### config.mk
export PLATFORM = sky130hd
export DESIGN_NAME = scs_command_sim
export DESIGN_NICKNAME = d
export VERILOG_FILES = /design/src/rtl/scs_pkg.sv /design/src/rtl/scs_if.sv /design/src/rtl/scs_debounce.sv /design/src/rtl/scs_clock_chain.sv /design/src/rtl/scs_command_sim.sv
export SDC_FILE = /design/constraint.sdc
export NUM_CORES = 1
export LEC_CHECK = 0
export ABC_AREA = 1
export BUFFER_PORTS_ARGS = -buffer_cell sky130_fd_sc_hd__buf_2
export CORE_UTILIZATION = 40
export DETAILED_ROUTE_END_ITERATION = 7
export SLEW_MARGIN = 30
export SYNTH_ARGS = -nofsm -noshare
export SYNTH_HDL_FRONTEND = slang
export SYNTH_SLANG_ARGS = --single-unit
### constraint.sdc
create_clock -name clock -period 15.6 [get_ports clock]
set_input_delay 2.34 -clock clock [delete_from_list [all_inputs] [get_ports clock]]
set_output_delay 2.34 -clock clock [all_outputs]
set_load 0.005 [all_outputs]
### src/rtl/scs_pkg.sv
// Constants shared by the simulator command and clock logic
`default_nettype none
package scs_pkg;
	localparam int unsigned CLK_HZ           = 250_000_000;
	localparam int unsigned CMD_PULSE_MS     = 30;
	localparam int unsigned MASTER_PERIOD_MS = 640;
	localparam int unsigned DEBOUNCE_MS      = 5;
	localparam int unsigned STAGE_DELAY_NS   = 1000;
	localparam int unsigned CMD_PULSE_CYC    = (CLK_HZ / 1000) * CMD_PULSE_MS;
	localparam int unsigned MASTER_CYC       = (CLK_HZ / 1000) * MASTER_PERIOD_MS;
	localparam int unsigned DEBOUNCE_CYC     = (CLK_HZ / 1000) * DEBOUNCE_MS;
	localparam int unsigned STAGE_DELAY_CYC  =
		((CLK_HZ / 1_000_000) * STAGE_DELAY_NS + 999) / 1000;
	localparam int unsigned DIV_STAGES       = 9;
	localparam int unsigned CAL_LSB          = 6;
	localparam int unsigned CMD_LINES        = 8;
	localparam int unsigned SEL_W            = 3;
	localparam logic [11:0] OFS_CTRL         = 12'h000;
	localparam logic [11:0] OFS_STATUS       = 12'h004;
	localparam logic [11:0] OFS_SELECT       = 12'h008;
	localparam int unsigned CTRL_ARM_BIT     = 0;
	localparam int unsigned CTRL_CMD_BIT     = 1;
	localparam int unsigned CTRL_RUN_BIT     = 2;
	localparam logic        CTRL_RUN_RESET   = 1'b1;
	localparam int unsigned ST_LOCK_BIT      = 0;
	localparam int unsigned ST_DONE_BIT      = 1;
	localparam int unsigned ST_PULSE_BIT     = 2;
	localparam int unsigned ST_ELEC_BIT      = 3;
	localparam int unsigned ST_CAL_BIT       = 4;
	localparam int unsigned ST_COUNT_LSB     = 8;
	localparam int unsigned SELRD_LIVE_LSB   = 0;
	localparam int unsigned SELRD_HELD_LSB   = 4;
	typedef enum logic [1:0] {
		SCS_ARMED = 2'b00,
		SCS_PULSE = 2'b01,
		SCS_DONE  = 2'b11
	} scs_state_t;
endpackage : scs_pkg
`default_nettype wire

### src/rtl/scs_if.sv
// Carriers between the top and its debounce and clock chain modules
`default_nettype none
interface scs_panel_if;
	logic                      arm_level;
	logic                      cmd_level;
	logic                      elec_level;
	logic [scs_pkg::SEL_W-1:0] sel_level;
	modport src (output arm_level, cmd_level, elec_level, sel_level);
	modport dst (input arm_level, cmd_level, elec_level, sel_level);
endinterface : scs_panel_if

interface scs_chain_if;
	logic                           run;
	logic [scs_pkg::DIV_STAGES-1:0] stage;
	logic                           cal;
	modport src (input run, output stage, cal);
	modport dst (output run, input stage, cal);
endinterface : scs_chain_if
`default_nettype wire

### src/rtl/scs_debounce.sv
// Synchroniser and sampling debouncer for the panel switches
`default_nettype none
module scs_debounce
	import scs_pkg::*;
#(
	parameter int unsigned DEB_CYC = scs_pkg::DEBOUNCE_CYC
) (
	input  wire logic                      clock,
	input  wire logic                      reset,
	input  wire logic                      arm_pin,
	input  wire logic                      cmd_pin,
	input  wire logic                      elec_pin,
	input  wire logic [scs_pkg::SEL_W-1:0] sel_pin,
	scs_panel_if.src                       panel
);
	localparam int unsigned N  = 3 + SEL_W;
	localparam int unsigned CW = (DEB_CYC > 1) ? $clog2(DEB_CYC) : 1;
	if (DEB_CYC < 1) begin : g_chk
		$error("scs_debounce: DEB_CYC must be at least one");
	end
	logic [N-1:0]  meta_reg, sync_reg, samp_reg, out_reg;
	logic [N-1:0]  samp_next, out_next;
	logic [CW-1:0] cnt_reg, cnt_next;
	logic          tick;
	// Bounce shorter than one sample period never reaches the output
	always_comb begin
		tick      = (cnt_reg == CW'(DEB_CYC - 1));
		cnt_next  = tick ? '0 : cnt_reg + CW'(1);
		samp_next = tick ? sync_reg : samp_reg;
		out_next  = out_reg;
		if (tick) begin
			out_next = (sync_reg == samp_reg) ? sync_reg : out_reg;
		end
	end
	always_ff @(posedge clock or posedge reset) begin
		if (reset) begin
			meta_reg <= '0;
			sync_reg <= '0;
			samp_reg <= '0;
			out_reg  <= '0;
			cnt_reg  <= '0;
		end else begin
			meta_reg <= {sel_pin, elec_pin, cmd_pin, arm_pin};
			sync_reg <= meta_reg;
			samp_reg <= samp_next;
			out_reg  <= out_next;
			cnt_reg  <= cnt_next;
		end
	end
	assign panel.arm_level  = out_reg[0];
	assign panel.cmd_level  = out_reg[1];
	assign panel.elec_level = out_reg[2];
	assign panel.sel_level  = out_reg[N-1:3];
endmodule : scs_debounce
`default_nettype wire

### src/rtl/scs_clock_chain.sv
// Master clock, nine divide-by-two stages and staggered timing edges
`default_nettype none
module scs_clock_chain
	import scs_pkg::*;
#(
	parameter int unsigned MASTER_CYC_P = scs_pkg::MASTER_CYC,
	parameter int unsigned DELAY_CYC_P  = scs_pkg::STAGE_DELAY_CYC
) (
	input  wire logic clock,
	input  wire logic reset,
	scs_chain_if.src  chain
);
	localparam int unsigned MW = (MASTER_CYC_P > 1) ? $clog2(MASTER_CYC_P) : 1;
	localparam int unsigned SPAN = DELAY_CYC_P * DIV_STAGES;
	localparam int unsigned DW = $clog2(SPAN + 2);
	if (MASTER_CYC_P <= SPAN + 1 || DELAY_CYC_P < 1) begin : g_chk
		$error("scs_clock_chain: stagger must fit inside one master period");
	end
	logic [MW-1:0]         pre_reg, pre_next;
	logic [DIV_STAGES-1:0] cnt_reg, cnt_next, out_reg, out_next;
	logic [DW-1:0]         dly_reg, dly_next;
	logic                  cal_reg, cal_next;
	logic                  tick;
	always_comb begin
		tick     = chain.run && (pre_reg == MW'(MASTER_CYC_P - 1));
		pre_next = chain.run ? (tick ? '0 : pre_reg + MW'(1)) : pre_reg;
		cnt_next = tick ? cnt_reg + DIV_STAGES'(1) : cnt_reg;
		dly_next = tick ? DW'(1) : (dly_reg != '0 ? dly_reg + DW'(1) : dly_reg);
		if (dly_reg == DW'(SPAN + 1)) begin
			dly_next = '0;
		end
		out_next = out_reg;
		cal_next = cal_reg;
		// One stage follows another by a fixed gap, like slow cable edges
		for (int k = 0; k < DIV_STAGES; k++) begin
			if (dly_reg == DW'(DELAY_CYC_P * (k + 1))) begin
				out_next[k] = cnt_reg[k];
			end
		end
		if (dly_reg == DW'(SPAN + 1)) begin
			cal_next = &cnt_reg[DIV_STAGES-1:CAL_LSB];
		end
	end
	always_ff @(posedge clock or posedge reset) begin
		if (reset) begin
			pre_reg <= '0;
			cnt_reg <= '0;
			out_reg <= '0;
			dly_reg <= '0;
			cal_reg <= 1'b0;
		end else begin
			pre_reg <= pre_next;
			cnt_reg <= cnt_next;
			out_reg <= out_next;
			dly_reg <= dly_next;
			cal_reg <= cal_next;
		end
	end
	assign chain.stage = out_reg;
	assign chain.cal   = cal_reg;
endmodule : scs_clock_chain
`default_nettype wire

### src/rtl/scs_command_sim.sv
// Top: impulse command sequencer, level command, timing outputs, APB slave
//
// Overview of operation
// - Pulse only the selected line for 30 ms
// - Reset press outside a pulse clears both flops, arming
// - Armed: reset lamp on, command lamp off
// - Armed press sets lockout, starts one-shot
// - One-shot drives relay, routed to line
// - Relay dropout sets completion, lights lamp
// - One pulse per reset-command sequence only
// - 0.64 s master clock, nine dividers
// - Calibration 40.96 s every 5.46 minutes
// - Stagger successive timing output edges
// - Switch drives steady electronics on level
`default_nettype none
module scs_command_sim
	import scs_pkg::*;
#(
	parameter int unsigned PULSE_CYC    = scs_pkg::CMD_PULSE_CYC,
	parameter int unsigned MASTER_CYC_P = scs_pkg::MASTER_CYC,
	parameter int unsigned DEB_CYC      = scs_pkg::DEBOUNCE_CYC,
	parameter int unsigned DELAY_CYC_P  = scs_pkg::STAGE_DELAY_CYC
) (
	input  wire logic                           clock,
	input  wire logic                           reset,
	input  wire logic                           arm_button,
	input  wire logic                           command_button,
	input  wire logic                           electronics_switch,
	input  wire logic [scs_pkg::SEL_W-1:0]      command_select,
	input  wire logic                           psel,
	input  wire logic                           penable,
	input  wire logic                           pwrite,
	input  wire logic [11:0]                    paddr,
	input  wire logic [31:0]                    pwdata,
	output logic      [31:0]                    prdata,
	output logic                                pready,
	output logic                                pslverr,
	output logic      [scs_pkg::CMD_LINES-1:0]  command_line,
	output logic                                command_relay,
	output logic                                reset_lamp,
	output logic                                command_lamp,
	output logic                                electronics_on,
	output logic      [scs_pkg::DIV_STAGES-1:0] timing_out,
	output logic                                cal_clock
);
	localparam int unsigned PW = (PULSE_CYC > 1) ? $clog2(PULSE_CYC) : 1;
	if (PULSE_CYC < 1 || (1 << SEL_W) > CMD_LINES) begin : g_chk
		$error("scs_command_sim: pulse length or select width not servable");
	end

	function automatic logic [CMD_LINES-1:0] line_decode(
		input logic [SEL_W-1:0] sel
	);
		logic [CMD_LINES-1:0] v;
		v = '0;
		v[sel] = 1'b1;
		return v;
	endfunction : line_decode

	function automatic logic reg_hit(
		input logic [11:0] a
	);
		return (a == OFS_CTRL) ||
			(a == OFS_STATUS) ||
			(a == OFS_SELECT);
	endfunction : reg_hit

	scs_panel_if panel ();
	scs_chain_if chain ();

	scs_debounce #(
		.DEB_CYC (DEB_CYC)
	) u_debounce (
		.clock    (clock),
		.reset    (reset),
		.arm_pin  (arm_button),
		.cmd_pin  (command_button),
		.elec_pin (electronics_switch),
		.sel_pin  (command_select),
		.panel    (panel)
	);

	scs_clock_chain #(
		.MASTER_CYC_P (MASTER_CYC_P),
		.DELAY_CYC_P  (DELAY_CYC_P)
	) u_chain (
		.clock (clock),
		.reset (reset),
		.chain (chain)
	);

	// Panel edge detection
	// Buttons idle low, so clearing to low makes no false edge
	logic arm_prev_reg, cmd_prev_reg;
	logic arm_edge, cmd_edge;
	always_comb begin
		arm_edge = panel.arm_level && !arm_prev_reg;
		cmd_edge = panel.cmd_level && !cmd_prev_reg;
	end
	always_ff @(posedge clock or posedge reset) begin
		if (reset) begin
			arm_prev_reg <= 1'b0;
			cmd_prev_reg <= 1'b0;
		end else begin
			arm_prev_reg <= panel.arm_level;
			cmd_prev_reg <= panel.cmd_level;
		end
	end

	// APB register file
	logic            run_reg, run_next;
	logic            soft_arm_reg, soft_arm_next;
	logic            soft_cmd_reg, soft_cmd_next;
	logic            pready_reg, pready_next;
	logic            pslverr_reg, pslverr_next;
	logic [31:0]     prdata_reg, prdata_next;
	logic            bus_write;
	logic            mapped;

	// Sequencer state
	scs_state_t      state_reg, state_next;
	logic            lock_reg, lock_next;
	logic            done_reg, done_next;
	logic [PW-1:0]   shot_reg, shot_next;
	logic [SEL_W-1:0] held_sel_reg, held_sel_next;

	// Output flops
	logic [CMD_LINES-1:0] line_reg, line_next;
	logic            relay_reg, relay_next;
	logic            rlamp_reg, rlamp_next;
	logic            clamp_reg, clamp_next;
	logic            elec_reg, elec_next;
	logic [DIV_STAGES-1:0] tout_reg;
	logic            cal_reg;
	logic            arm_req, cmd_req;

	// Each access answers in its first access-phase cycle
	always_comb begin
		mapped = reg_hit(paddr);
		bus_write = psel && penable && pready_reg && pwrite && mapped;
		pready_next  = psel && !penable && !pready_reg;
		pslverr_next = psel && !penable && !mapped;
		prdata_next  = prdata_reg;
		// Read data stands only in the answering cycle
		if (pready_reg) begin
			prdata_next = '0;
		end
		run_next      = run_reg;
		soft_arm_next = 1'b0;
		soft_cmd_next = 1'b0;
		if (bus_write && paddr == OFS_CTRL) begin
			run_next      = pwdata[CTRL_RUN_BIT];
			soft_arm_next = pwdata[CTRL_ARM_BIT];
			soft_cmd_next = pwdata[CTRL_CMD_BIT];
		end
		if (psel && !penable) begin
			prdata_next = '0;
			if (!pwrite) begin
				unique case (paddr)
					OFS_CTRL: begin
						prdata_next[CTRL_RUN_BIT] = run_reg;
					end
					OFS_STATUS: begin
						prdata_next[ST_LOCK_BIT]  = lock_reg;
						prdata_next[ST_DONE_BIT]  = done_reg;
						prdata_next[ST_PULSE_BIT] = relay_reg;
						prdata_next[ST_ELEC_BIT]  = elec_reg;
						prdata_next[ST_CAL_BIT]   = cal_reg;
						prdata_next[ST_COUNT_LSB +: DIV_STAGES] = tout_reg;
					end
					OFS_SELECT: begin
						prdata_next[SELRD_LIVE_LSB +: SEL_W] = panel.sel_level;
						prdata_next[SELRD_HELD_LSB +: SEL_W] = held_sel_reg;
					end
					default: begin
						prdata_next = '0;
					end
				endcase
			end
		end
	end
	always_ff @(posedge clock or posedge reset) begin
		if (reset) begin
			run_reg      <= CTRL_RUN_RESET;
			soft_arm_reg <= 1'b0;
			soft_cmd_reg <= 1'b0;
			pready_reg   <= 1'b0;
			pslverr_reg  <= 1'b0;
			prdata_reg   <= '0;
		end else begin
			run_reg      <= run_next;
			soft_arm_reg <= soft_arm_next;
			soft_cmd_reg <= soft_cmd_next;
			pready_reg   <= pready_next;
			pslverr_reg  <= pslverr_next;
			prdata_reg   <= prdata_next;
		end
	end

	// Impulse command sequencer
	always_comb begin
		arm_req       = arm_edge || soft_arm_reg;
		cmd_req       = cmd_edge || soft_cmd_reg;
		state_next    = state_reg;
		lock_next     = lock_reg;
		done_next     = done_reg;
		shot_next     = shot_reg;
		held_sel_next = held_sel_reg;
		unique case (state_reg)
			SCS_ARMED: begin
				if (cmd_req) begin
					state_next    = SCS_PULSE;
					lock_next     = 1'b1;
					shot_next     = PW'(PULSE_CYC - 1);
					held_sel_next = panel.sel_level;
				end
			end
			SCS_PULSE: begin
				// A reset press mid-pulse is not honoured: the pulse runs out
				if (shot_reg == '0) begin
					state_next = SCS_DONE;
					done_next  = 1'b1;
				end else begin
					shot_next = shot_reg - PW'(1);
				end
			end
			SCS_DONE: begin
				// Further command presses fall through here unanswered
				if (arm_req) begin
					state_next = SCS_ARMED;
					lock_next  = 1'b0;
					done_next  = 1'b0;
				end
			end
			default: begin
				// Unused code: fall back to armed with nothing pending
				state_next = SCS_ARMED;
				lock_next  = 1'b0;
				done_next  = 1'b0;
			end
		endcase
		if (state_reg == SCS_ARMED && arm_req && !cmd_req) begin
			lock_next = 1'b0;
			done_next = 1'b0;
		end
	end
	always_ff @(posedge clock or posedge reset) begin
		if (reset) begin
			state_reg    <= SCS_ARMED;
			lock_reg     <= 1'b0;
			done_reg     <= 1'b0;
			shot_reg     <= '0;
			held_sel_reg <= '0;
		end else begin
			state_reg    <= state_next;
			lock_reg     <= lock_next;
			done_reg     <= done_next;
			shot_reg     <= shot_next;
			held_sel_reg <= held_sel_next;
		end
	end

	// Output stage, every pin from its own flop
	assign chain.run = run_reg;
	always_comb begin
		// Lamps follow the next state so they switch with the relay
		relay_next = (state_next == SCS_PULSE);
		line_next  = relay_next ? line_decode(held_sel_next) : '0;
		rlamp_next = !lock_next;
		clamp_next = done_next;
		elec_next  = panel.elec_level;
	end
	always_ff @(posedge clock or posedge reset) begin
		if (reset) begin
			relay_reg <= 1'b0;
			line_reg  <= '0;
			rlamp_reg <= 1'b1;
			clamp_reg <= 1'b0;
			elec_reg  <= 1'b0;
			tout_reg  <= '0;
			cal_reg   <= 1'b0;
		end else begin
			relay_reg <= relay_next;
			line_reg  <= line_next;
			rlamp_reg <= rlamp_next;
			clamp_reg <= clamp_next;
			elec_reg  <= elec_next;
			tout_reg  <= chain.stage;
			cal_reg   <= chain.cal;
		end
	end

	assign prdata         = prdata_reg;
	assign pready         = pready_reg;
	assign pslverr        = pslverr_reg;
	assign command_line   = line_reg;
	assign command_relay  = relay_reg;
	assign reset_lamp     = rlamp_reg;
	assign command_lamp   = clamp_reg;
	assign electronics_on = elec_reg;
	assign timing_out     = tout_reg;
	assign cal_clock      = cal_reg;
endmodule : scs_command_sim
`default_nettype wire

==> reports/qor.yml <==
run_status:
  status: "complete, but fails checks"
  violations: "design-rule violations"
grt:
  overflow: 0
  track_usage_pct: 18.8
  grt_antenna_before_repair: 0
  grt_max_degree: 99
  grt_pass1_wl_mm: 35.0
  first_global_vias: 7168
layout:
  final_area_um2: 10200
  finalNetCount: 1301
  num-fill-cells: 2194
  syn_to_final_growth_pct: 12.1
  post-route-util_pct: 46.1
  n_antenna_cell: 0
  drive_above_1_share_pct: 11.0
  largest_register_ffs: 28
clocking:
  cts_sinks: 178
  post_cts_buffers: 0
  cts_tree: "built"
  cts_max_level: 4
  post_cts_resized: 0
  clock-root-buffer: "clkbuf_16"
  clockBufferDepth: 2
  numCtsBuffers: 17
  clk_latency_ps: 450
  clkTransAtPathRegs_ps: 70
  postCtsHoldBufs: 0
synth:
  async_reset_ff_share_pct: 100
  synth_top_area_share_pct: 48.6
  ys.flop_type: "dfrtp_1"
  syn_avg_cell_area_um2: 7.76
  yosysWarnings: 0
  ys_types: 39
  synthTopCellsByArea: "dfrtp_1, nand2_1, nor2_1"
  ys_seq_area_share_pct: 49.2
  yosysMostFrequentCell: "nand2_1"
  syn_inst: 1168
  netlist_area_um2: 9060
  synth_top_area_cell: "dfrtp_1"
  synth_edf_count: 0
  ys_ff_latch: 178
  synthTopCellsByCount: "nand2_1, dfrtp_1, nor2_1"
floorplanning:
  row_count: 54
  io_pins: 111
  start_util_pct: 41.2
  coreArea_um2: 22000
  die_h_um: 153
  die_w_um: 153
  floorplan.die_area_um2: 23300
routing:
  vias: 7469
  ant_nets: 0
  drtPass1Iterations: 8
  avgViaCountPerCell: 4.88
  first_iter_violations: 419
  drcViolationCount: 1
  wl_per_cell_um: 13.4
  drt_wl_total_mm: 20.5
worst_hold_path:
  hold_path_class: "flop to flop"
  hp-start: "u_debounce.meta_reg[3]"
sta:
  final_hold_viol_count: 0
  max_clock_freq_ghz: 0.281
  rsz0062_at_grt: "false"
  period_needed_ps: 3550
  setup_tns_ps: 0
  tightest_slew_ps: 842
  fin_ws_ps: 12050
  setup_viol: 0
  maxSlewHeadroom_pct: 43.8
  post-route-period-util_pct: 22.8
  clock_skew_ps: 13.5
  slew_viol_final: 0
worst_setup_path:
  endpoint_kind: "flop"
  cp_max_fo: 11
  crit_arrival_ps: 3900
  path_cells: "buf_2 > nor2_1 > nand2_1 > nor2_1 > nand2_1 > o21ai_0"
  rr_startpoint: "u_debounce.cnt_reg[0]"
  start_kind: "primary input"
  cp_data_required_time_ps: 15950
  startpoint: "paddr[11]"
  critPathKind: "primary input to flop"
  critPathSlowestCell: "nor2_1"
  crit_path_max_incr_delay_ps: 600
placed_design:
  place_hpwl_mm: 14.8
  pre_cts_ws_ps: 11540
  place_area_um2: 9600
  port_buffers: 65
  globalplace.congestion: 0.864
power:
  vdd_drop_max_mv: 0.0761
  pwr_density_cell_nw_per_um2: 113
  p_leak_nw: 5.15
  power_mw: 1.15
run:
  drv_cap: 0
==> critical path: cells and delay by family <==
kind,cells,cell delay (ps)
buf+inv,1,90
simple gates,4,1190
compound gates,1,270
==> stage by stage <==
step	hold WS, ps	std cells
6_report	351	1532
5_1_grt	360	1532
4_1_cts	351	1532
3_5_place_dp	335	1500
2_1_floorplan	331	1183
3_3_place_gp	334	1500
==> cell families after synthesis <==
logic type | after synthesis | synth area share [%]
muxes | 3 | 0.373
adders and majority gates | 7 | 0.966
xor gates and xnor gates | 36 | 3.48
other | 1 | 0.0414
AOI/OAI and AO/OA | 75 | 4.67
and+or+nand+nor | 678 | 32.2
buffers and inverters | 190 | 9.07
DFF | 178 | 49.2
==> cells in the final DEF, fill, tap and decap left out, drive strengths merged <==
cell type	count
xnor2	5
nor3b	2
mux2	3
conb	16
o21ai	56
nand2	318
o31ai	3
nor3	33
clkinvlp	3
nand4	27
and3	1
nand3	113
or2	1
clkinv	6
nand3b	4
buf	67
a21oi	15
ha	7
inv	166
a21boi	1
xor2	31
dfrtp	176
clkbuf	17
nor4	1
nor2	178
dfstp	2
==> where the power goes <==
group | internal (mW) | switching (mW) | leakage [nW]
clock | 0.209 | 0.200 | 0.266
combinational | 0.0662 | 0.151 | 2.49
sequential | 0.491 | 0.0292 | 2.40
==> cell type report <==
cell class                      count  area, um2  share of cell area [%]
Multi-Input combinational cell    815       3840                    37.8
Inverter                          160        613                    6.03
Clock inverter                     15        128                    1.26
Clock buffer                       17        425                    4.19
Timing Repair Buffer               67        344                    3.39
Tap cell                          280        350                    3.45
Sequential cell                   178       4460                    43.9
==> final timing paths <==
check | cells past startpoint | endpoint | slack [ps]
max | 6 | prdata[13] | 12050
max in group asynchronous | 3 | u_chain.pre_reg[24] | 12360
min in group asynchronous | 2 | pslverr | 1980
max reg2reg | 8 | u_debounce.out_reg[0] | 13290
min | 0 | u_debounce.sync_reg[3] | 350
min reg2reg | 0 | u_debounce.sync_reg[3] | 350
==> metal layers <==
layer  part of all wire, %  track usage (%)
met1                    47             24.1
met2                    47             30.5
met3                   2.9             3.95
met4                   3.0             8.66
met5                     0                0
Power figures use the tool's default switching activity.
